`src/core_subset_pkg.sv`:
```
// Constants, opcodes and register map shared by the instruction subset core.
package core_subset_pkg;

    // Instruction word layout and opcode prefixes.
    localparam logic [7:0]  BRANCH_OV_OPC   = 8'he4;
    localparam logic [7:0]  BRANCH_Z_OPC    = 8'he0;
    localparam logic [6:0]  INVOKE_OPC      = 7'h76;
    localparam logic [3:0]  INVOKE_HI_OPC   = 4'hf;
    localparam logic [6:0]  CLEAR_OPC       = 7'h35;
    localparam logic [15:0] WDT_CLEAR_OPC   = 16'h0004;
    localparam logic [5:0]  COMPL_OPC       = 6'h07;
    localparam logic [6:0]  CMP_SKIP_OPC    = 7'h31;
    localparam logic [15:0] NOP_WORD        = 16'h0000;

    // Addressing: access bank split point and indexed literal offset limit.
    localparam logic [7:0]  ACCESS_SPLIT    = 8'h80;
    localparam logic [7:0]  INDEXED_LIMIT   = 8'h5f;
    localparam logic [3:0]  ACCESS_HI_BANK  = 4'hf;
    localparam logic [3:0]  ACCESS_LO_BANK  = 4'h0;

    // Flag bit positions in the flags register.
    localparam int          FLAG_Z          = 2;
    localparam int          FLAG_OV         = 3;
    localparam int          FLAG_N          = 4;

    // Return stack.
    localparam int          STACK_DEPTH     = 31;
    localparam logic [20:0] RETURN_STEP     = 21'h000002;
    localparam logic [20:0] PC_STEP         = 21'h000002;

    // Avalon register word offsets (byte address = 4 * index).
    localparam logic [3:0]  REG_CTRL        = 4'h0;
    localparam logic [3:0]  REG_PC          = 4'h1;
    localparam logic [3:0]  REG_CORE        = 4'h2;
    localparam logic [3:0]  REG_SHADOW      = 4'h3;
    localparam logic [3:0]  REG_STACK       = 4'h4;
    localparam logic [3:0]  REG_WDT         = 4'h5;
    localparam logic [3:0]  REG_INDEX       = 4'h6;

    // Control register fields and reset values.
    localparam int          CTRL_RUN        = 0;
    localparam int          CTRL_EXT        = 1;
    localparam logic [1:0]  CTRL_RESET      = 2'h1;
    localparam int          WDT_EXP_BIT     = 24;
    localparam int          WDT_SLP_BIT     = 25;

    // Executed operation after decode.
    typedef enum logic [3:0] {
        OP_NOP                  = 4'h0,
        OP_BRANCH_ON_OVERFLOW   = 4'h1,
        OP_BRANCH_ON_ZERO_FLAG  = 4'h2,
        OP_INVOKE               = 4'h3,
        OP_REGISTER_CLEAR       = 4'h4,
        OP_WATCHDOG_CLEAR       = 4'h5,
        OP_REGISTER_COMPLEMENT  = 4'h6,
        OP_COMPARE_SKIP_EQUAL   = 4'h7
    } op_e;

endpackage : core_subset_pkg

```
`src/cpu_instruction_subset_exec.sv`:
```
// Four-phase execution core for a subset of an 8-bit instruction set.
//
// The implementer's own choices: the register addresses and the Avalon-MM slave port.
`timescale 1ns/10ps

module cpu_instruction_subset_exec (
    input  wire logic        ref_clk_i,
    input  wire logic        rst_n_i,
    // Avalon-MM slave.
    input  wire logic [3:0]  avs_address_i,
    input  wire logic        avs_read_i,
    input  wire logic        avs_write_i,
    input  wire logic [31:0] avs_writedata_i,
    output logic      [31:0] avs_readdata_o,
    output logic             avs_waitrequest_o,
    // Program memory, combinational read.
    output logic      [20:0] prog_addr_o,
    input  wire logic [15:0] prog_data_i,
    // Banked data memory, combinational read.
    output logic      [11:0] data_addr_o,
    input  wire logic [7:0]  data_rdata_i,
    output logic      [7:0]  data_wdata_o,
    output logic             data_we_o
);

    // Phase counter and instruction state.
    localparam int STACK_DEPTH = core_subset_pkg::STACK_DEPTH;
    logic [1:0]  phase_r;
    logic        running;
    logic [15:0] ir_r;
    logic        exec_valid_r;
    logic [20:0] program_counter_r;
    logic [7:0]  accum_r;
    logic [4:0]  flags_r;
    logic [3:0]  bank_select_reg_r;
    logic [7:0]  accumulator_shadow_r;
    logic [4:0]  flags_shadow_r;
    logic [3:0]  bank_select_shadow_r;
    logic [20:0] stack_mem [STACK_DEPTH];
    logic [4:0]  stack_ptr_r;
    logic [20:0] stack_top_r;
    logic [7:0]  wdt_count_r;
    logic [15:0] wdt_post_r;
    logic        watchdog_expired_n_r;
    logic        sleep_entered_n_r;
    logic [1:0]  ctrl_r;
    logic [11:0] index_base_r;
    logic [7:0]  operand_r;
    logic [7:0]  result_r;
    logic        equal_r;
    logic [11:0] data_addr_r;
    logic [7:0]  data_wdata_r;
    logic        data_we_r;
    logic        ack_r;
    logic [31:0] readdata_r;

    // Decoded view of the current instruction.
    core_subset_pkg::op_e op;
    logic        access_bit;
    logic        dest_bit;
    logic        save_bit;
    logic [7:0]  reg_field;
    logic [20:0] branch_target;
    logic        branch_taken;
    logic        flush;
    logic        phase1;
    logic        phase2;
    logic        phase3;
    logic        phase4;
    logic        bus_req;
    logic        bus_write;

    // Opcode decode; everything outside the subset, including a stray 1111 word, is a no-op.
    function automatic core_subset_pkg::op_e decode_op(input logic [15:0] word);
        core_subset_pkg::op_e res;
        res = core_subset_pkg::OP_NOP;
        if (word[15:8] == core_subset_pkg::BRANCH_OV_OPC) begin
            res = core_subset_pkg::OP_BRANCH_ON_OVERFLOW;
        end else if (word[15:8] == core_subset_pkg::BRANCH_Z_OPC) begin
            res = core_subset_pkg::OP_BRANCH_ON_ZERO_FLAG;
        end else if (word[15:9] == core_subset_pkg::INVOKE_OPC) begin
            res = core_subset_pkg::OP_INVOKE;
        end else if (word[15:9] == core_subset_pkg::CLEAR_OPC) begin
            res = core_subset_pkg::OP_REGISTER_CLEAR;
        end else if (word == core_subset_pkg::WDT_CLEAR_OPC) begin
            res = core_subset_pkg::OP_WATCHDOG_CLEAR;
        end else if (word[15:10] == core_subset_pkg::COMPL_OPC) begin
            res = core_subset_pkg::OP_REGISTER_COMPLEMENT;
        end else if (word[15:9] == core_subset_pkg::CMP_SKIP_OPC) begin
            res = core_subset_pkg::OP_COMPARE_SKIP_EQUAL;
        end
        return res;
    endfunction : decode_op

    // Data address for a byte operand under the three addressing modes.
    function automatic logic [11:0] operand_addr(input logic [7:0] f, input logic a,
                                                 input logic ext, input logic [3:0] bank,
                                                 input logic [11:0] base);
        logic [11:0] res;
        res = {bank, f};
        if (!a && ext && f <= core_subset_pkg::INDEXED_LIMIT) begin
            res = base + {4'h0, f};
        end else if (!a) begin
            res = (f < core_subset_pkg::ACCESS_SPLIT) ? {core_subset_pkg::ACCESS_LO_BANK, f}
                                                      : {core_subset_pkg::ACCESS_HI_BANK, f};
        end
        return res;
    endfunction : operand_addr

    // Decode and branch arithmetic; a flushed slot executes as a no-op.
    assign op            = exec_valid_r ? decode_op(ir_r) : core_subset_pkg::OP_NOP;
    assign access_bit    = ir_r[8];
    assign dest_bit      = ir_r[9];
    assign save_bit      = ir_r[8];
    assign reg_field     = ir_r[7:0];
    assign branch_target = program_counter_r + {{12{ir_r[7]}}, ir_r[7:0], 1'b0};
    assign branch_taken  = (op == core_subset_pkg::OP_BRANCH_ON_OVERFLOW &&
                            flags_r[core_subset_pkg::FLAG_OV]) ||
                           (op == core_subset_pkg::OP_BRANCH_ON_ZERO_FLAG &&
                            flags_r[core_subset_pkg::FLAG_Z]);
    // Taken branches, invokes and equal compares throw away the word fetched this cycle.
    assign flush         = branch_taken || op == core_subset_pkg::OP_INVOKE ||
                           (op == core_subset_pkg::OP_COMPARE_SKIP_EQUAL && equal_r);
    assign running       = ctrl_r[core_subset_pkg::CTRL_RUN];
    assign phase1        = running && phase_r == 2'h0;
    assign phase2        = running && phase_r == 2'h1;
    assign phase3        = running && phase_r == 2'h2;
    assign phase4        = running && phase_r == 2'h3;
    assign bus_req       = avs_read_i || avs_write_i;
    assign bus_write     = avs_write_i && ack_r;

    // Four clock phases make one instruction cycle; clearing run freezes the core in place.
    always_ff @(posedge ref_clk_i) begin
        if (!rst_n_i) begin
            phase_r <= 2'h0;
        end else if (running) begin
            phase_r <= phase_r + 2'h1;
        end
    end

    // Fetch in phase four; the word after a flush is kept only as a no-op slot.
    always_ff @(posedge ref_clk_i) begin
        if (!rst_n_i) begin
            ir_r         <= core_subset_pkg::NOP_WORD;
            exec_valid_r <= 1'b0;
        end else if (phase4) begin
            ir_r         <= prog_data_i;
            exec_valid_r <= !flush;
        end
    end

    // Program counter: step per fetch, or jump in phase four.
    always_ff @(posedge ref_clk_i) begin
        if (!rst_n_i) begin
            program_counter_r <= 21'h000000;
        end else if (phase4) begin
            if (op == core_subset_pkg::OP_INVOKE) begin
                // The second word sits at the fetch address during this phase.
                program_counter_r <= {prog_data_i[11:0], reg_field, 1'b0};
            end else if (branch_taken) begin
                program_counter_r <= branch_target;
            end else begin
                program_counter_r <= program_counter_r + core_subset_pkg::PC_STEP;
            end
        end
    end

    // Return stack push in phase three; the counter already points at the second word.
    always_ff @(posedge ref_clk_i) begin
        if (!rst_n_i) begin
            stack_ptr_r <= 5'h00;
            stack_top_r <= 21'h000000;
        end else if (phase3 && op == core_subset_pkg::OP_INVOKE) begin
            stack_top_r <= program_counter_r + core_subset_pkg::RETURN_STEP;
            if (stack_ptr_r < 5'(STACK_DEPTH)) begin
                stack_ptr_r <= stack_ptr_r + 5'h01;
            end
        end
    end

    // Stack storage; an overflowing push overwrites the top slot, STACK_DEPTH-1.
    always_ff @(posedge ref_clk_i) begin
        if (phase3 && op == core_subset_pkg::OP_INVOKE) begin
            if (stack_ptr_r < 5'(STACK_DEPTH)) begin
                stack_mem[stack_ptr_r] <= program_counter_r + core_subset_pkg::RETURN_STEP;
            end else begin
                stack_mem[STACK_DEPTH-1] <= program_counter_r + core_subset_pkg::RETURN_STEP;
            end
        end
    end

    // Fast-save shadows are written only when the save bit is set.
    always_ff @(posedge ref_clk_i) begin
        if (!rst_n_i) begin
            accumulator_shadow_r <= 8'h00;
            flags_shadow_r       <= 5'h00;
            bank_select_shadow_r <= 4'h0;
        end else if (phase3 && op == core_subset_pkg::OP_INVOKE && save_bit) begin
            accumulator_shadow_r <= accum_r;
            flags_shadow_r       <= flags_r;
            bank_select_shadow_r <= bank_select_reg_r;
        end
    end

    // Operand address is set up in phase one so it is steady when read in phase two.
    always_ff @(posedge ref_clk_i) begin
        if (!rst_n_i) begin
            data_addr_r <= 12'h000;
        end else if (phase1) begin
            data_addr_r <= operand_addr(reg_field, access_bit,
                                        ctrl_r[core_subset_pkg::CTRL_EXT],
                                        bank_select_reg_r, index_base_r);
        end
    end

    // Read in phase two, process in phase three.
    always_ff @(posedge ref_clk_i) begin
        if (!rst_n_i) begin
            operand_r <= 8'h00;
            result_r  <= 8'h00;
            equal_r   <= 1'b0;
        end else begin
            if (phase2) begin
                operand_r <= data_rdata_i;
            end
            if (phase3) begin
                result_r <= (op == core_subset_pkg::OP_REGISTER_CLEAR) ? 8'h00 : ~operand_r;
                // Unsigned difference of zero means equal; flags are left alone.
                equal_r  <= (operand_r - accum_r) == 8'h00;
            end else if (phase4) begin
                equal_r  <= 1'b0;
            end
        end
    end

    // Memory write strobe covers exactly the phase-four clock.
    always_ff @(posedge ref_clk_i) begin
        if (!rst_n_i) begin
            data_we_r    <= 1'b0;
            data_wdata_r <= 8'h00;
        end else begin
            data_we_r <= phase3 && (op == core_subset_pkg::OP_REGISTER_CLEAR ||
                         (op == core_subset_pkg::OP_REGISTER_COMPLEMENT && dest_bit));
            if (phase3) begin
                data_wdata_r <= (op == core_subset_pkg::OP_REGISTER_CLEAR) ? 8'h00
                                                                           : ~operand_r;
            end
        end
    end

    // Accumulator and flags update in phase four; the compare never touches flags.
    always_ff @(posedge ref_clk_i) begin
        if (!rst_n_i) begin
            accum_r <= 8'h00;
            flags_r <= 5'h00;
        end else if (bus_write && avs_address_i == core_subset_pkg::REG_CORE) begin
            accum_r <= avs_writedata_i[7:0];
            flags_r <= avs_writedata_i[12:8];
        end else if (phase4) begin
            if (op == core_subset_pkg::OP_REGISTER_CLEAR) begin
                flags_r[core_subset_pkg::FLAG_Z] <= 1'b1;
            end else if (op == core_subset_pkg::OP_REGISTER_COMPLEMENT) begin
                flags_r[core_subset_pkg::FLAG_N] <= result_r[7];
                flags_r[core_subset_pkg::FLAG_Z] <= result_r == 8'h00;
                if (!dest_bit) begin
                    accum_r <= result_r;
                end
            end
        end
    end

    // Bank select is software loaded; the instruction subset never changes it.
    always_ff @(posedge ref_clk_i) begin
        if (!rst_n_i) begin
            bank_select_reg_r <= 4'h0;
        end else if (bus_write && avs_address_i == core_subset_pkg::REG_CORE) begin
            bank_select_reg_r <= avs_writedata_i[19:16];
        end
    end

    // Watchdog count steps once per instruction cycle and carries into the postscaler; no timeout action exists.
    always_ff @(posedge ref_clk_i) begin
        if (!rst_n_i) begin
            wdt_count_r <= 8'h00;
            wdt_post_r  <= 16'h0000;
        end else if (phase3 && op == core_subset_pkg::OP_WATCHDOG_CLEAR) begin
            wdt_count_r <= 8'h00;
            wdt_post_r  <= 16'h0000;
        end else if (phase4) begin
            wdt_count_r <= wdt_count_r + 8'h01;
            if (wdt_count_r == 8'hff) begin
                wdt_post_r <= wdt_post_r + 16'h0001;
            end
        end
    end

    // Active-low status flags; the instruction's set wins over a software clear.
    always_ff @(posedge ref_clk_i) begin
        if (!rst_n_i) begin
            watchdog_expired_n_r <= 1'b1;
            sleep_entered_n_r    <= 1'b1;
        end else if (phase3 && op == core_subset_pkg::OP_WATCHDOG_CLEAR) begin
            watchdog_expired_n_r <= 1'b1;
            sleep_entered_n_r    <= 1'b1;
        end else if (bus_write && avs_address_i == core_subset_pkg::REG_WDT) begin
            watchdog_expired_n_r <= avs_writedata_i[core_subset_pkg::WDT_EXP_BIT];
            sleep_entered_n_r    <= avs_writedata_i[core_subset_pkg::WDT_SLP_BIT];
        end
    end

    // Software control: run, extended set enable and the index base.
    always_ff @(posedge ref_clk_i) begin
        if (!rst_n_i) begin
            ctrl_r       <= core_subset_pkg::CTRL_RESET;
            index_base_r <= 12'h000;
        end else if (bus_write) begin
            if (avs_address_i == core_subset_pkg::REG_CTRL) begin
                ctrl_r <= avs_writedata_i[1:0];
            end
            if (avs_address_i == core_subset_pkg::REG_INDEX) begin
                index_base_r <= avs_writedata_i[11:0];
            end
        end
    end

    // One wait state: read data is captured on the first edge, the access ends on the second.
    always_ff @(posedge ref_clk_i) begin
        if (!rst_n_i) begin
            ack_r      <= 1'b0;
            readdata_r <= 32'h00000000;
        end else begin
            ack_r <= bus_req && !ack_r;
            if (avs_read_i && !ack_r) begin
                unique case (avs_address_i)
                    core_subset_pkg::REG_CTRL:   readdata_r <= {30'h0, ctrl_r};
                    core_subset_pkg::REG_PC:     readdata_r <= {11'h0, program_counter_r};
                    core_subset_pkg::REG_CORE:   readdata_r <= {12'h0, bank_select_reg_r,
                                                                3'h0, flags_r, accum_r};
                    core_subset_pkg::REG_SHADOW: readdata_r <= {12'h0, bank_select_shadow_r,
                                                                3'h0, flags_shadow_r,
                                                                accumulator_shadow_r};
                    core_subset_pkg::REG_STACK:  readdata_r <= {6'h0, stack_ptr_r, stack_top_r};
                    core_subset_pkg::REG_WDT:    readdata_r <= {6'h0, sleep_entered_n_r,
                                                                watchdog_expired_n_r,
                                                                wdt_post_r, wdt_count_r};
                    core_subset_pkg::REG_INDEX:  readdata_r <= {20'h0, index_base_r};
                    default:                     readdata_r <= 32'h00000000;
                endcase
            end
        end
    end

    // Output drive.
    assign avs_waitrequest_o = bus_req && !ack_r;
    assign avs_readdata_o    = readdata_r;
    assign prog_addr_o       = program_counter_r;
    assign data_addr_o       = data_addr_r;
    assign data_wdata_o      = data_wdata_r;
    assign data_we_o         = data_we_r;

endmodule : cpu_instruction_subset_exec

```
`config.mk`:
```
export PLATFORM = sky130hd
export DESIGN_NAME = cpu_instruction_subset_exec
export DESIGN_NICKNAME = d
export VERILOG_FILES = /design/src/core_subset_pkg.sv /design/src/cpu_instruction_subset_exec.sv
export SDC_FILE = /design/constraint.sdc
export NUM_CORES = 1
export LEC_CHECK = 0
export BUFFER_PORTS_ARGS = -buffer_cell sky130_fd_sc_hd__buf_2
export CAP_MARGIN = 15
export CORE_MARGIN = 3
export CORE_UTILIZATION = 45
export DETAILED_ROUTE_END_ITERATION = 6
export PLACE_DENSITY_LB_ADDON = 0.15
export SYNTH_ARGS = -nofsm -noshare
export SYNTH_HDL_FRONTEND = slang
export SYNTH_SLANG_ARGS = --single-unit
```
`constraint.sdc`:
```
create_clock -name ref_clk_i -period 4.9 [get_ports ref_clk_i]
set_input_delay 0.735 -clock ref_clk_i [delete_from_list [all_inputs] [get_ports ref_clk_i]]
set_output_delay 0.735 -clock ref_clk_i [all_outputs]
set_load 0.1 [all_outputs]
```
==> results.md, run 1 <==
- Clock power share: 38.6%
- WP data required: 5.27 ns
- Internal Power: 2.40 mW
- GRT Total Usage: 25.4%
- # hold bufs at CTS: 0
- Worst slew pin tran: 1.15 ns
- Setup violators final: 0
- Netlist cell types: 78
- RSZ-0062 raised after global routing: no
- Vias in the first global route: 9,144
- Clk buf depth: 2
- CTS tree: done
- Reg2reg start: ir_r[8]$_SDFFE_PN0P_
- Insertion delay to the later sink of the worst-skew pair: 0.44 ns
- Number of nets still failing antenna checks after routing: 0
- Die Y: 158 µm
- Post-layout power: 3.49 mW
- Reg-to-reg endpoint: accumulator_shadow_r[1]$_SDFFE_PN0P_
- Die Width: 158 µm
- Ratio of final minimum period to clock period: 64.7%
- Rel. slew slack: 23.1%
- Crit start category: flip-flop
- Hold Crit Class: flip-flop to flip-flop
- DR vias/cell: 5.86
- Cell Area, Placed: 0.0111 mm²
- DRC: 0
- Fin. max-slew vios: 0
- Pwr/cell area: 299 mW/mm²
- Row Count: 54
- Final Skew: 0.00990 ns
- Ant. Diodes: 0
- Status: finished clean
- Die Area: 0.0249 mm²
- H-tree Lvls: 4
- Post-Syn Instances: 1,318
- DRT Wirelength: 31,700 µm
- Share of the yosys chip area belonging to registers: 37.6%
- Sw frac: 31.3%
- Dpl ws: 1.71 ns
- Leak: 4.39 nW
- Sequential power share: 47.8%
- Num CTS Buffers: 17
- Post-Syn Area: 0.0104 mm²
- Mapped Avg Cell Area: 7.87 µm²
- Drt first-iter violations: 843
- Vias: 9,851
- Num ports: 139
- Fmax: 0.316 GHz
- Synth Flop Type: dfxtp_1
- Crit. Startpoint: ir_r[8]$_SDFFE_PN0P_
- 1st-pass router iterations: 6
- HPWL after DPL: 22,800 µm
- IO buf count: 118
- Yosys reg bits: 195
- Crit-path max FO: 17
- Crit path capture type: flip-flop
- First-pass GRT wire length: 50,000 µm
- Fin crit period: 3.17 ns
- Worst setup margin: 1.73 ns
- Core area: 0.0222 mm²
- Post_cts resized: 0
- Number of max-cap violations: 0
- Clock root buffer master: clkbuf_16
- Hold depth: 2
- Syn. warnings: 0
- Worst R2R Path Depth: 7
- Routed wire per std cell: 18.8 µm
- CP Class: flip-flop to flip-flop
- CTS sink count: 195
- Final instance area: 0.0117 mm²
- Hold Vio Cnt, Final: 0
- Pin count of the biggest net entering global routing: 108
- Initial antenna violation count: 0
- CP arrival: 3.54 ns
- Reg clk slew, reported paths: 0.08 ns
- FFs w/ async S/R, synth: 0%
- Area growth syn-to-layout: 12.3%
- Peak supply drop: 0.000215 V
- Initial Utilization: 46.7%
- R2R setup slack: 1.73 ns
- Share of cells above drive strength 1: 13.3%
- Total gr overflow: 0
- Post-CTS setup buffer count: 0
- Post-synth EDFFs: 0
- Gp weighted congestion: 0.908
- Combinational cell fraction of total power: 13.6%
- Capture point of the worst path: accumulator_shadow_r[1]$_SDFFE_PN0P_
- Nets: 1,498
- Sw power: 1.09 mW
- Setup TNS: 0 ns
==> worst min path at each step <==
stage	startpoint	to	slack (ns)
final	bank_select_shadow_r[3]$_SDFFE_PN0P_	bank_select_shadow_r[3]$_SDFFE_PN0P_	0.45
after global routing	accumulator_shadow_r[6]$_SDFFE_PN0P_	accumulator_shadow_r[6]$_SDFFE_PN0P_	0.48
after CTS	flags_shadow_r[0]$_SDFFE_PN0P_	flags_shadow_r[0]$_SDFFE_PN0P_	0.45
after detailed placement	flags_shadow_r[0]$_SDFFE_PN0P_	flags_shadow_r[0]$_SDFFE_PN0P_	0.44
after global placement	flags_shadow_r[4]$_SDFFE_PN0P_	flags_shadow_r[4]$_SDFFE_PN0P_	0.44
after floorplan	flags_shadow_r[4]$_SDFFE_PN0P_	flags_shadow_r[4]$_SDFFE_PN0P_	0.43
==> routing by layer <==
layer / GRT usage, % / routed length (µm) / vias to the layer above
met5: 0 / 0 / -
met4: 7.60 / 748 / 0
met3: 3.53 / 1890 / 50
met2: 40.7 / 14400 / 320
met1: 35.6 / 14700 / 4658
li1: - / - / 4823
==> Yosys cell counts, types with 3 or more instances <==
cell type	n	share of area, %
a211oi_1	26	1.9
a21boi_0	3	0.22
a21o_1	9	0.65
a21oi_1	156	7.5
a221oi_1	4	0.34
a222oi_1	5	0.48
a22oi_1	46	3.3
a311oi_1	11	0.93
a31oi_1	16	0.96
and2_1	7	0.42
and3_1	16	0.96
buf_1	3	0.11
buf_2	5	0.24
buf_4	11	0.80
clkbuf_1	63	2.3
dfxtp_1	195	38
ha_1	42	5.1
inv_1	21	0.76
mux2i_1	22	2.1
nand2_1	206	7.5
nand2b_1	7	0.42
nand3_1	32	1.5
nand3b_1	5	0.36
nand4_1	10	0.60
nor2_1	161	5.8
nor2b_1	8	0.48
nor3_1	19	0.92
nor3b_1	3	0.22
nor4_1	11	0.66
nor4b_1	3	0.25
o211ai_1	13	0.94
o21a_1	3	0.22
o21ai_0	44	2.1
o22ai_1	3	0.18
o311ai_0	3	0.25
or2_2	3	0.18
or3_1	11	0.66
xnor2_1	33	2.8
xor2_1	31	2.6
==> area by class of cell <==
class | instances | area [µm²]
fill | 2132 | 10600
timing repair buffer | 132 | 716
clock inverter | 14 | 121
sequential | 195 | 3900
multi-input combinational | 1022 | 6050
tap | 280 | 350
clock buffer | 17 | 425
inverter | 22 | 85.1
==> power by group through the flow <==
stage	clock network (mW)	logic [mW]	registers (mW)
2_1_floorplan	0	0.226	1.84
3_3_place_gp	0	0.467	1.70
3_5_place_dp	0	0.471	1.70
4_1_cts	1.37	0.473	1.67
5_1_grt	1.43	0.512	1.67
6_report	1.35	0.475	1.67
==> logic make-up (layout without fill, tap and decap cells) <==
family	Yosys count	in the layout	synth area share (%)
flops	195	195	37.6
fa+ha+maj	44	44	5.45
mux	24	24	2.34
xor+xnor	64	64	5.40
other cells	1	7	0.0361
simple gates	520	520	22.6
compound gates	363	363	22.1
buf+inv	107	185	4.49
==> sequential cells by signal (all words and copies together), names as in the netlist, 2 cells and up <==
signal / count
avs_readdata_o: 26
ir_r: 16
operand_r: 8
phase_r: 2
index_base_r: 12
prog_addr_o: 20
stack_ptr_r: 5
ctrl_r: 2
data_addr_o: 12
accum_r: 8
flags_shadow_r: 5
data_wdata_o: 8
bank_select_shadow_r: 4
wdt_count_r: 8
stack_top_r: 20
accumulator_shadow_r: 8
bank_select_reg_r: 4
wdt_post_r: 16
flags_r: 5
==> stage by stage <==
step	util, %	hold slack [ns]	instances
detailed placement	49.9	0.443	1650
global route	52.4	0.481	1682
finish	52.4	0.452	1682
floorplan	-	0.428	1324
CTS	52.3	0.453	1681
global placement	49.9	0.436	1650
==> critical path, cell delays in order, from the launching register on <==
cell	delay, ns
dfxtp_1	0.68
nor3_2	0.13
and3_1	0.23
or3_1	0.63
nor2_1	0.45
and2_1	0.67
nand2_1	0.13
a21oi_1	0.17
==> placed cells by master, fill, tap and decap left out, types with 7 or more instances in the layout <==
cell / Yosys / final
nand2_1: 206 / 206
dfxtp_1: 195 / 195
nor2_1: 161 / 160
a21oi_1: 156 / 156
buf_2: 5 / 118
a22oi_1: 46 / 46
o21ai_0: 44 / 44
ha_1: 42 / 42
xnor2_1: 33 / 33
nand3_1: 32 / 32
xor2_1: 31 / 31
a211oi_1: 26 / 26
mux2i_1: 22 / 22
inv_1: 21 / 21
clkbuf_16: 0 / 17
and3_1: 16 / 16
nor3_1: 19 / 16
a31oi_1: 16 / 16
o211ai_1: 13 / 13
buf_4: 11 / 13
a311oi_1: 11 / 11
or3_1: 11 / 11
nor4_1: 11 / 10
nand4_1: 10 / 10
a21o_1: 9 / 9
nor2b_1: 8 / 8
and2_1: 7 / 7
nand2b_1: 7 / 7
conb_1: 1 / 7
Note: power is estimated with default switching activity, not from simulation.
==> run 2: changes to the inputs <==
--- a/config.mk
+++ b/config.mk
@@ -5,6 +5,7 @@
 export SDC_FILE = /design/constraint.sdc
 export NUM_CORES = 1
 export LEC_CHECK = 0
+export ABC_AREA = 1
 export BUFFER_PORTS_ARGS = -buffer_cell sky130_fd_sc_hd__buf_2
 export CAP_MARGIN = 15
 export CORE_MARGIN = 3
==> constraint.sdc (replaced) <==
create_clock -name ref_clk_i -period 2.8 [get_ports ref_clk_i]
set_input_delay 0.42 -clock ref_clk_i [delete_from_list [all_inputs] [get_ports ref_clk_i]]
set_output_delay 0.42 -clock ref_clk_i [all_outputs]
set_load 0.1 [all_outputs]
==> run 2 against run 1 <==
  * Worst setup slack worse by 1.5 ns
  * Area after synthesis grew 6.4%
  * Highest routed layer unchanged
  * Critical path depth grew 5
  * Flip-flop and latch count unchanged
  * Final cell count grew 22%
  * Sequential power increased by 74%
  * First-iteration DRC count is 29% higher
  * Via count increased by 15%
  * Utilization rose by 0.72 points
  * Die area increased by 6.1%
  * Maximum frequency is 24% higher
==> results.md, run 2 <==
- Status: finished clean
- Sw frac: 30.3% (-1.0 points)
- Max reg flops: 26 (unchanged)
- Crit-path max FO: 7 (-10)
- Initial Utilization: 46.5% (-0.22 points)
- Post-layout power: 6.45 mW (+85%)
- Vias in the first global route: 10,400 (+13%)
- Setup violators final: 0 (unchanged)
- Crit-path max cell delay: 0.57 ns (-0.11 ns)
- First-pass GRT wire length: 57,100 µm (+14%)
- Die Y: 163 µm (+3.0%)
- WP data required: 3.09 ns (-2.18 ns)
- Most frequent cells in the layout: 340 x nand2_1, 199 x a21oi_1, 195 x dfxtp_1, 184 x inv_1, 128 x o21ai_0
- Post_cts resized: 0 (unchanged)
- Routed wire per std cell: 18.0 µm (-4.1%)
- Peak supply drop: 0.000378 V (+76%)
- Internal Power: 4.50 mW (+88%)
- Sw power: 1.95 mW (+79%)
- IO buf count: 118 (unchanged)
- Post-Syn Instances: 1,607 (+22%)
- Core area: 0.0238 mm² (+6.9%)
- Row Count: 56 (+3.7%)
- Hold Crit Class: input pin to flip-flop
- Ant. Diodes: 0 (unchanged)
- Reg clk slew, reported paths: 0.08 ns (about the same)
- Yosys reg bits: 195 (unchanged)
- Placed Cells incl. Taps: 2,015 (+22%)
- Clk buf depth: 2 (unchanged)
- CP Cell Sequence: ha_1, nand2_1, nor2_1, nand2_1, nor3_1, nand2_1, nor2_1, nand2_1, xor2_1, nand2_1, nand3_1, a21oi_1
- Setup TNS: 0 ns (unchanged)
- Cell Area, Placed: 0.0120 mm² (+8.4%)
- Post-synth top area share: 35.4% (-2.2 points)
- Final instance area: 0.0126 mm² (+8.3%)
- H-tree Lvls: 4 (unchanged)
- Number of max-cap violations: 0 (unchanged)
- Share of the yosys chip area belonging to registers: 35.4% (-2.2 points)
- Number of nets still failing antenna checks after routing: 0 (unchanged)
- Gp weighted congestion: 0.961 (+5.9%)
- Insertion delay to the later sink of the worst-skew pair: 0.44 ns (about the same)
- Mapped Avg Cell Area: 6.87 µm² (-13%)
- RSZ-0062 raised after global routing: no
- Combinational cell fraction of total power: 14.4% (+0.8 points)
- # hold bufs at CTS: 0 (unchanged)
- Dpl ws: 0.276 ns (-1.44 ns)
- Initial antenna violation count: 0 (unchanged)
- Clock root buffer master: clkbuf_16
- Area growth syn-to-layout: 14.4%
- CP most frequent cell: nand2_1
- Synth top cells by count: 340 x nand2_1, 199 x a21oi_1, 195 x dfxtp_1, 185 x inv_1, 128 x o21ai_0
- Top post-synthesis cells by area: dfxtp_1 35%, nand2_1 12%, a21oi_1 9.0%
- DRT Wirelength: 36,900 µm (+17%)
- DR vias/cell: 5.52 (-5.7%)
- Syn. warnings: 0 (unchanged)
- Netlist cell types: 51 (-35%)
- Post-layout util: 53.2% (+0.72 points)
- Synth Flop Type: dfxtp_1
- Pin count of the biggest net entering global routing: 96 (-11%)
- Leak: 5.30 nW (+21%)
- Layout Cells excl Fill: 2,047 (+22%)
- Crit path capture type: flip-flop
- Pwr/cell area: 511 mW/mm² (+71%)
- Commonest non-fill, non-tap cell in the layout: nand2_1
- CTS sink count: 195 (unchanged)
- Fin. max-slew vios: 0 (unchanged)
- Leading area contributor after synthesis: dfxtp_1
- FFs w/ async S/R, synth: 0% (unchanged)
- CP arrival: 2.84 ns (-0.70 ns)
- Nets: 1,823 (+22%)
- 1st-pass router iterations: 7 (+1)
- Post-Syn Area: 0.0110 mm² (+6.4%)
- Ratio of final minimum period to clock period: 91.3% (+27 points)
- HPWL after DPL: 28,100 µm (+23%)
- Num ports: 139 (unchanged)
- Worst slew pin tran: 0.889 ns (-0.265 ns)
- Critical path's slowest cell: dfxtp_1
- Die Area: 0.0264 mm² (+6.1%)
- Post-CTS setup buffer count: 0 (unchanged)
- Crit start category: flip-flop
- Rel. slew slack: 40.8% (+18 points)
- Fin crit period: 2.56 ns (-0.611 ns)
- Total gr overflow: 0 (unchanged)
- Most common cell in the netlist: nand2_1
- Share of cells above drive strength 1: 12.8% (-0.48 points)
- GRT Total Usage: 27.5% (+2.2 points)
- DRC: 0 (unchanged)
- Worst setup margin: 0.243 ns (-1.49 ns)
- Fmax: 0.391 GHz (+24%)
- Post-synth EDFFs: 0 (unchanged)
- Drt first-iter violations: 1,084 (+29%)
- Num CTS Buffers: 17 (unchanged)
- Hold Vio Cnt, Final: 0 (unchanged)
- Die Width: 163 µm (+3.0%)
- Clock power share: 40.6% (+2.0 points)
- Vias: 11,300 (+15%)
- Sequential power share: 45.1% (-2.7 points)
- CP Class: flip-flop to flip-flop
- Final Skew: 0.0151 ns (+0.00515 ns)
- CTS tree: done
- Final hold slack: 0.222 ns (-0.230 ns)
## run 2: worst paths after layout
path,to,depth (start not counted),slack [ns],from
min reg2reg,data_addr_o[6]$_SDFFE_PN0P_,2,0.46,data_addr_o[6]$_SDFFE_PN0P_
max reg2reg,prog_addr_o[17]$_SDFFE_PN0P_,12,0.24,prog_addr_o[2]$_SDFFE_PN0P_
min,sleep_entered_n_r$_SDFFE_PP1P_,3,0.22,avs_writedata_i[25]
max,prog_addr_o[17]$_SDFFE_PN0P_,12,0.24,prog_addr_o[2]$_SDFFE_PN0P_
## run 2: final cells by class
cell class	instances	area, µm²
Tap cell	319	399
Timing Repair Buffer	156	901
Sequential cell	195	3900
Clock buffer	17	425
Inverter	193	726
Multi-Input combinational cell	1152	6080
Fill cell	2392	11100
Clock inverter	15	191
## run 2: power groups by stage
stage          Sequential (mW)  Combinational, mW  Clock [mW]
2_1_floorplan             3.20              0.447           0
3_3_place_gp              2.97              0.911           0
3_5_place_dp              2.97              0.917           0
4_1_cts                   2.91              0.921        2.65
5_1_grt                   2.91               1.00        2.73
6_report                  2.91              0.926        2.62
## run 2: critical path: cells and delay by family (launching register included)
family / cells / cell delay (ns)
compound gates: 1 / 0.07
xor+xnor: 1 / 0.21
fa+ha+maj: 1 / 0.25
flops: 1 / 0.57
simple gates: 9 / 1.29
## run 2: cell families (layout without fill, tap and decap cells)
kind of cell / Yosys count / in the layout / share of synthesized area (%)
simple gates: 632 / 632 / 25.0
compound gates: 418 / 418 / 20.7
buf+inv: 266 / 381 / 9.75
flops: 195 / 195 / 35.4
xor+xnor: 50 / 50 / 3.97
fa+ha+maj: 44 / 44 / 5.12
other cells: 1 / 7 / 0.0340
mux: 1 / 1 / 0.102
## run 2: metal layers
layer	GRT usage, %	vias up	part of all wire [%]
met2	43.7	406	45
met4	8.38	0	2.5
li1	-	5602	-
met3	4.09	57	7.1
met5	0	-	0
met1	38.8	5241	46
==> run 3: changes to the inputs <==
--- a/config.mk
+++ b/config.mk
@@ -5,7 +5,6 @@
 export SDC_FILE = /design/constraint.sdc
 export NUM_CORES = 1
 export LEC_CHECK = 0
-export ABC_AREA = 1
 export BUFFER_PORTS_ARGS = -buffer_cell sky130_fd_sc_hd__buf_2
 export CAP_MARGIN = 15
 export CORE_MARGIN = 3
==> run 3 against run 2 <==
  * Critical path depth down 2
  * Combinational power down 5.5%
  * Clock skew about the same
  * Sequential share of layout area up 1.6 points
  * Sequential power about the same
  * Die area down 5.8%
  * Clock-buffer cell count up 1
  * Worst hold slack worse by 0.021 ns
  * Global-route usage down 1.8 points
  * Final area down 4.4%
  * Routed wire length down 13%
  * Largest power group unchanged
  * Highest routed layer unchanged
==> results.md, run 3 (same netlist as run 1, synthesis figures left out) <==
- Number of max-cap violations: 0 (unchanged)
- Crit-path max FO: 3 (-4)
- Pin count of the biggest net entering global routing: 58 (-40%)
- Clk buf depth: 2 (unchanged)
- Total gr overflow: 0 (unchanged)
- Reg2reg start: prog_addr_o[1]$_SDFFE_PN0P_
- Final Skew: 0.0155 ns (+0.000414 ns)
- Num CTS Buffers: 17 (unchanged)
- Initial antenna violation count: 0 (unchanged)
- Row Count: 54 (-3.6%)
- Dpl ws: 0.133 ns (-0.143 ns)
- GRT Total Usage: 25.7% (-1.8 points)
- Share of cells above drive strength 1: 16.5% (+3.7 points)
- Fmax: 0.377 GHz (-3.5%)
- Worst slew pin tran: 0.744 ns (-0.145 ns)
- Die Width: 158 µm (-2.9%)
- Reg clk slew, reported paths: 0.08 ns (about the same)
- DRT Wirelength: 32,100 µm (-13%)
- First-pass GRT wire length: 50,200 µm (-12%)
- Final instance area: 0.0121 mm² (-4.4%)
- Vias in the first global route: 9,104 (-12%)
- Critical path's slowest cell: fa_1
- # hold bufs at CTS: 0 (unchanged)
- Ant. Diodes: 0 (unchanged)
- CP arrival: 3.04 ns (+0.20 ns)
- Reg-to-reg endpoint: prog_addr_o[19]$_SDFFE_PN0P_
- Core area: 0.0222 mm² (-6.4%)
- Max reg flops: 26 (unchanged)
- Clock root buffer master: clkbuf_16
- Hold depth: 3 (unchanged)
- Area growth syn-to-layout: 16.3%
- Ratio of final minimum period to clock period: 94.7% (+3.3 points)
- Insertion delay to the later sink of the worst-skew pair: 0.45 ns (about the same)
- Placed Cells incl. Taps: 1,687 (-16%)
- CTS tree: done
- WP data required: 3.19 ns (+0.10 ns)
- Gp weighted congestion: 0.907 (-5.7%)
- Initial Utilization: 46.7% (+0.22 points)
- Layout Cells excl Fill: 1,720 (-16%)
- Setup TNS: 0 ns (unchanged)
- Crit-path max cell delay: 0.45 ns (-0.12 ns)
- Cell Area, Placed: 0.0114 mm² (-4.9%)
- Nets: 1,535 (-16%)
- Fin crit period: 2.65 ns (+0.0937 ns)
- Hold Crit Class: input pin to flip-flop
- Post-CTS setup buffer count: 0 (unchanged)
- Final hold slack: 0.201 ns (-0.0208 ns)
- Pwr/cell area: 531 mW/mm² (+4.0%)
- Die Y: 158 µm (-2.9%)
- Number of nets still failing antenna checks after routing: 0 (unchanged)
- Number of fill cells in the layout: 2,112 (-12%)
- Commonest non-fill, non-tap cell in the layout: nand2_1
- CTS sink count: 195 (unchanged)
- H-tree Lvls: 4 (unchanged)
- Status: finished clean
- RSZ-0062 raised after global routing: yes
- Min-delay src: prog_data_i[13]
- Crit path capture type: flip-flop
- Worst setup margin: 0.149 ns (-0.0937 ns)
- Hold Path End: ir_r[13]$_SDFFE_PN0P_
- Hold Vio Cnt, Final: 0 (unchanged)
- Crit start category: flip-flop
- Peak supply drop: 0.000414 V (+9.4%)
- Worst R2R Path Depth: 10 (-2)
- R2R setup slack: 0.15 ns (-0.09 ns)
- Vias: 9,915 (-12%)
- DR vias/cell: 5.76 (+4.4%)
- Drt first-iter violations: 833 (-23%)
- IO buf count: 118 (unchanged)
- CP most frequent cell: a21oi_1
- HPWL after DPL: 23,600 µm (-16%)
- Most frequent cells in the layout: 206 x nand2_1, 181 x dfxtp_1, 160 x nor2_1, 156 x a21oi_1, 118 x buf_2
- 1st-pass router iterations: 5 (-2)
- Rel. slew slack: 50.2% (+9.5 points)
- CP Cell Sequence: ha_1, fa_1, a211oi_2, o211ai_1, a21oi_1, o31a_1, nor2_1, o22ai_1, mux2_2, a21oi_1
- Fin. max-slew vios: 0 (unchanged)
- Num ports: 139 (unchanged)
- DRC: 0 (unchanged)
- Die Area: 0.0249 mm² (-5.8%)
- CP Class: flip-flop to flip-flop
- Area of the multi-input gates: 0.00605 mm² (-0.41%)
- Post_cts resized: 0 (unchanged)
- FF/Latch Area: 0.00392 mm² (+0.45%)
- Routed wire per std cell: 18.7 µm (+3.4%)
- Setup violators final: 0 (unchanged)
- Leak: 4.62 nW (-13%)
==> run 3: per-layer routing <==
metal	up-vias	track usage (%)	part of all wire, %
li1	4885	-	-
met1	4654	36.3	46
met2	332	40.5	46
met3	44	4.73	6.8
met4	0	7.07	1.8
met5	-	0	0
==> run 3: final cells by class <==
type,instances,area share [%]
clock buffers,18,3.64
repair buffers,169,8.51
well taps,280,2.90
multi-input cells,1022,50.2
inverters,22,0.705
flip-flops and latches,195,32.5
clock inverters,14,1.59
==> run 3: how the worst max path moves through the flow <==
stage / to / startpoint / cells past startpoint
after CTS: data_addr_o[10]$_SDFFE_PN0P_ / index_base_r[0]$_SDFFE_PN0P_ / 11
after floorplan: prog_addr_o[14]$_SDFFE_PN0P_ / prog_addr_o[11]$_SDFFE_PN0P_ / 9
after detailed placement: data_addr_o[10]$_SDFFE_PN0P_ / index_base_r[0]$_SDFFE_PN0P_ / 11
final: prog_addr_o[19]$_SDFFE_PN0P_ / prog_addr_o[1]$_SDFFE_PN0P_ / 10
after global placement: data_addr_o[10]$_SDFFE_PN0P_ / index_base_r[0]$_SDFFE_PN0P_ / 11
after global routing: prog_addr_o[19]$_SDFFE_PN0P_ / prog_addr_o[1]$_SDFFE_PN0P_ / 10
==> run 3: metrics by stage <==
step / power (mW) / util, %
after detailed placement: 3.84 / 51.4
after global placement: 3.83 / 51.4
after global routing: 6.63 / 54.3
after CTS: 6.44 / 54.2
final: 6.41 / 54.3
after floorplan: 3.61 / -
==> run 3: critical path: cells and delay by family (launching register included) <==
kind | cells | cell delay (ns)
multiplexers | 1 | 0.36
AND/OR/NAND/NOR | 1 | 0.08
AO/OA/AOI/OAI | 6 | 1.14
flip-flops | 1 | 0.33
adder cells (fa/ha/maj) | 2 | 0.68
==> run 3: power by group <==
| group | internal, mW | switching, mW |
|---|---|---|
| Sequential | 2.83 | 0.0712 |
| Clock | 1.39 | 1.24 |
| Combinational | 0.218 | 0.657 |
| Total | 4.44 | 1.97 |
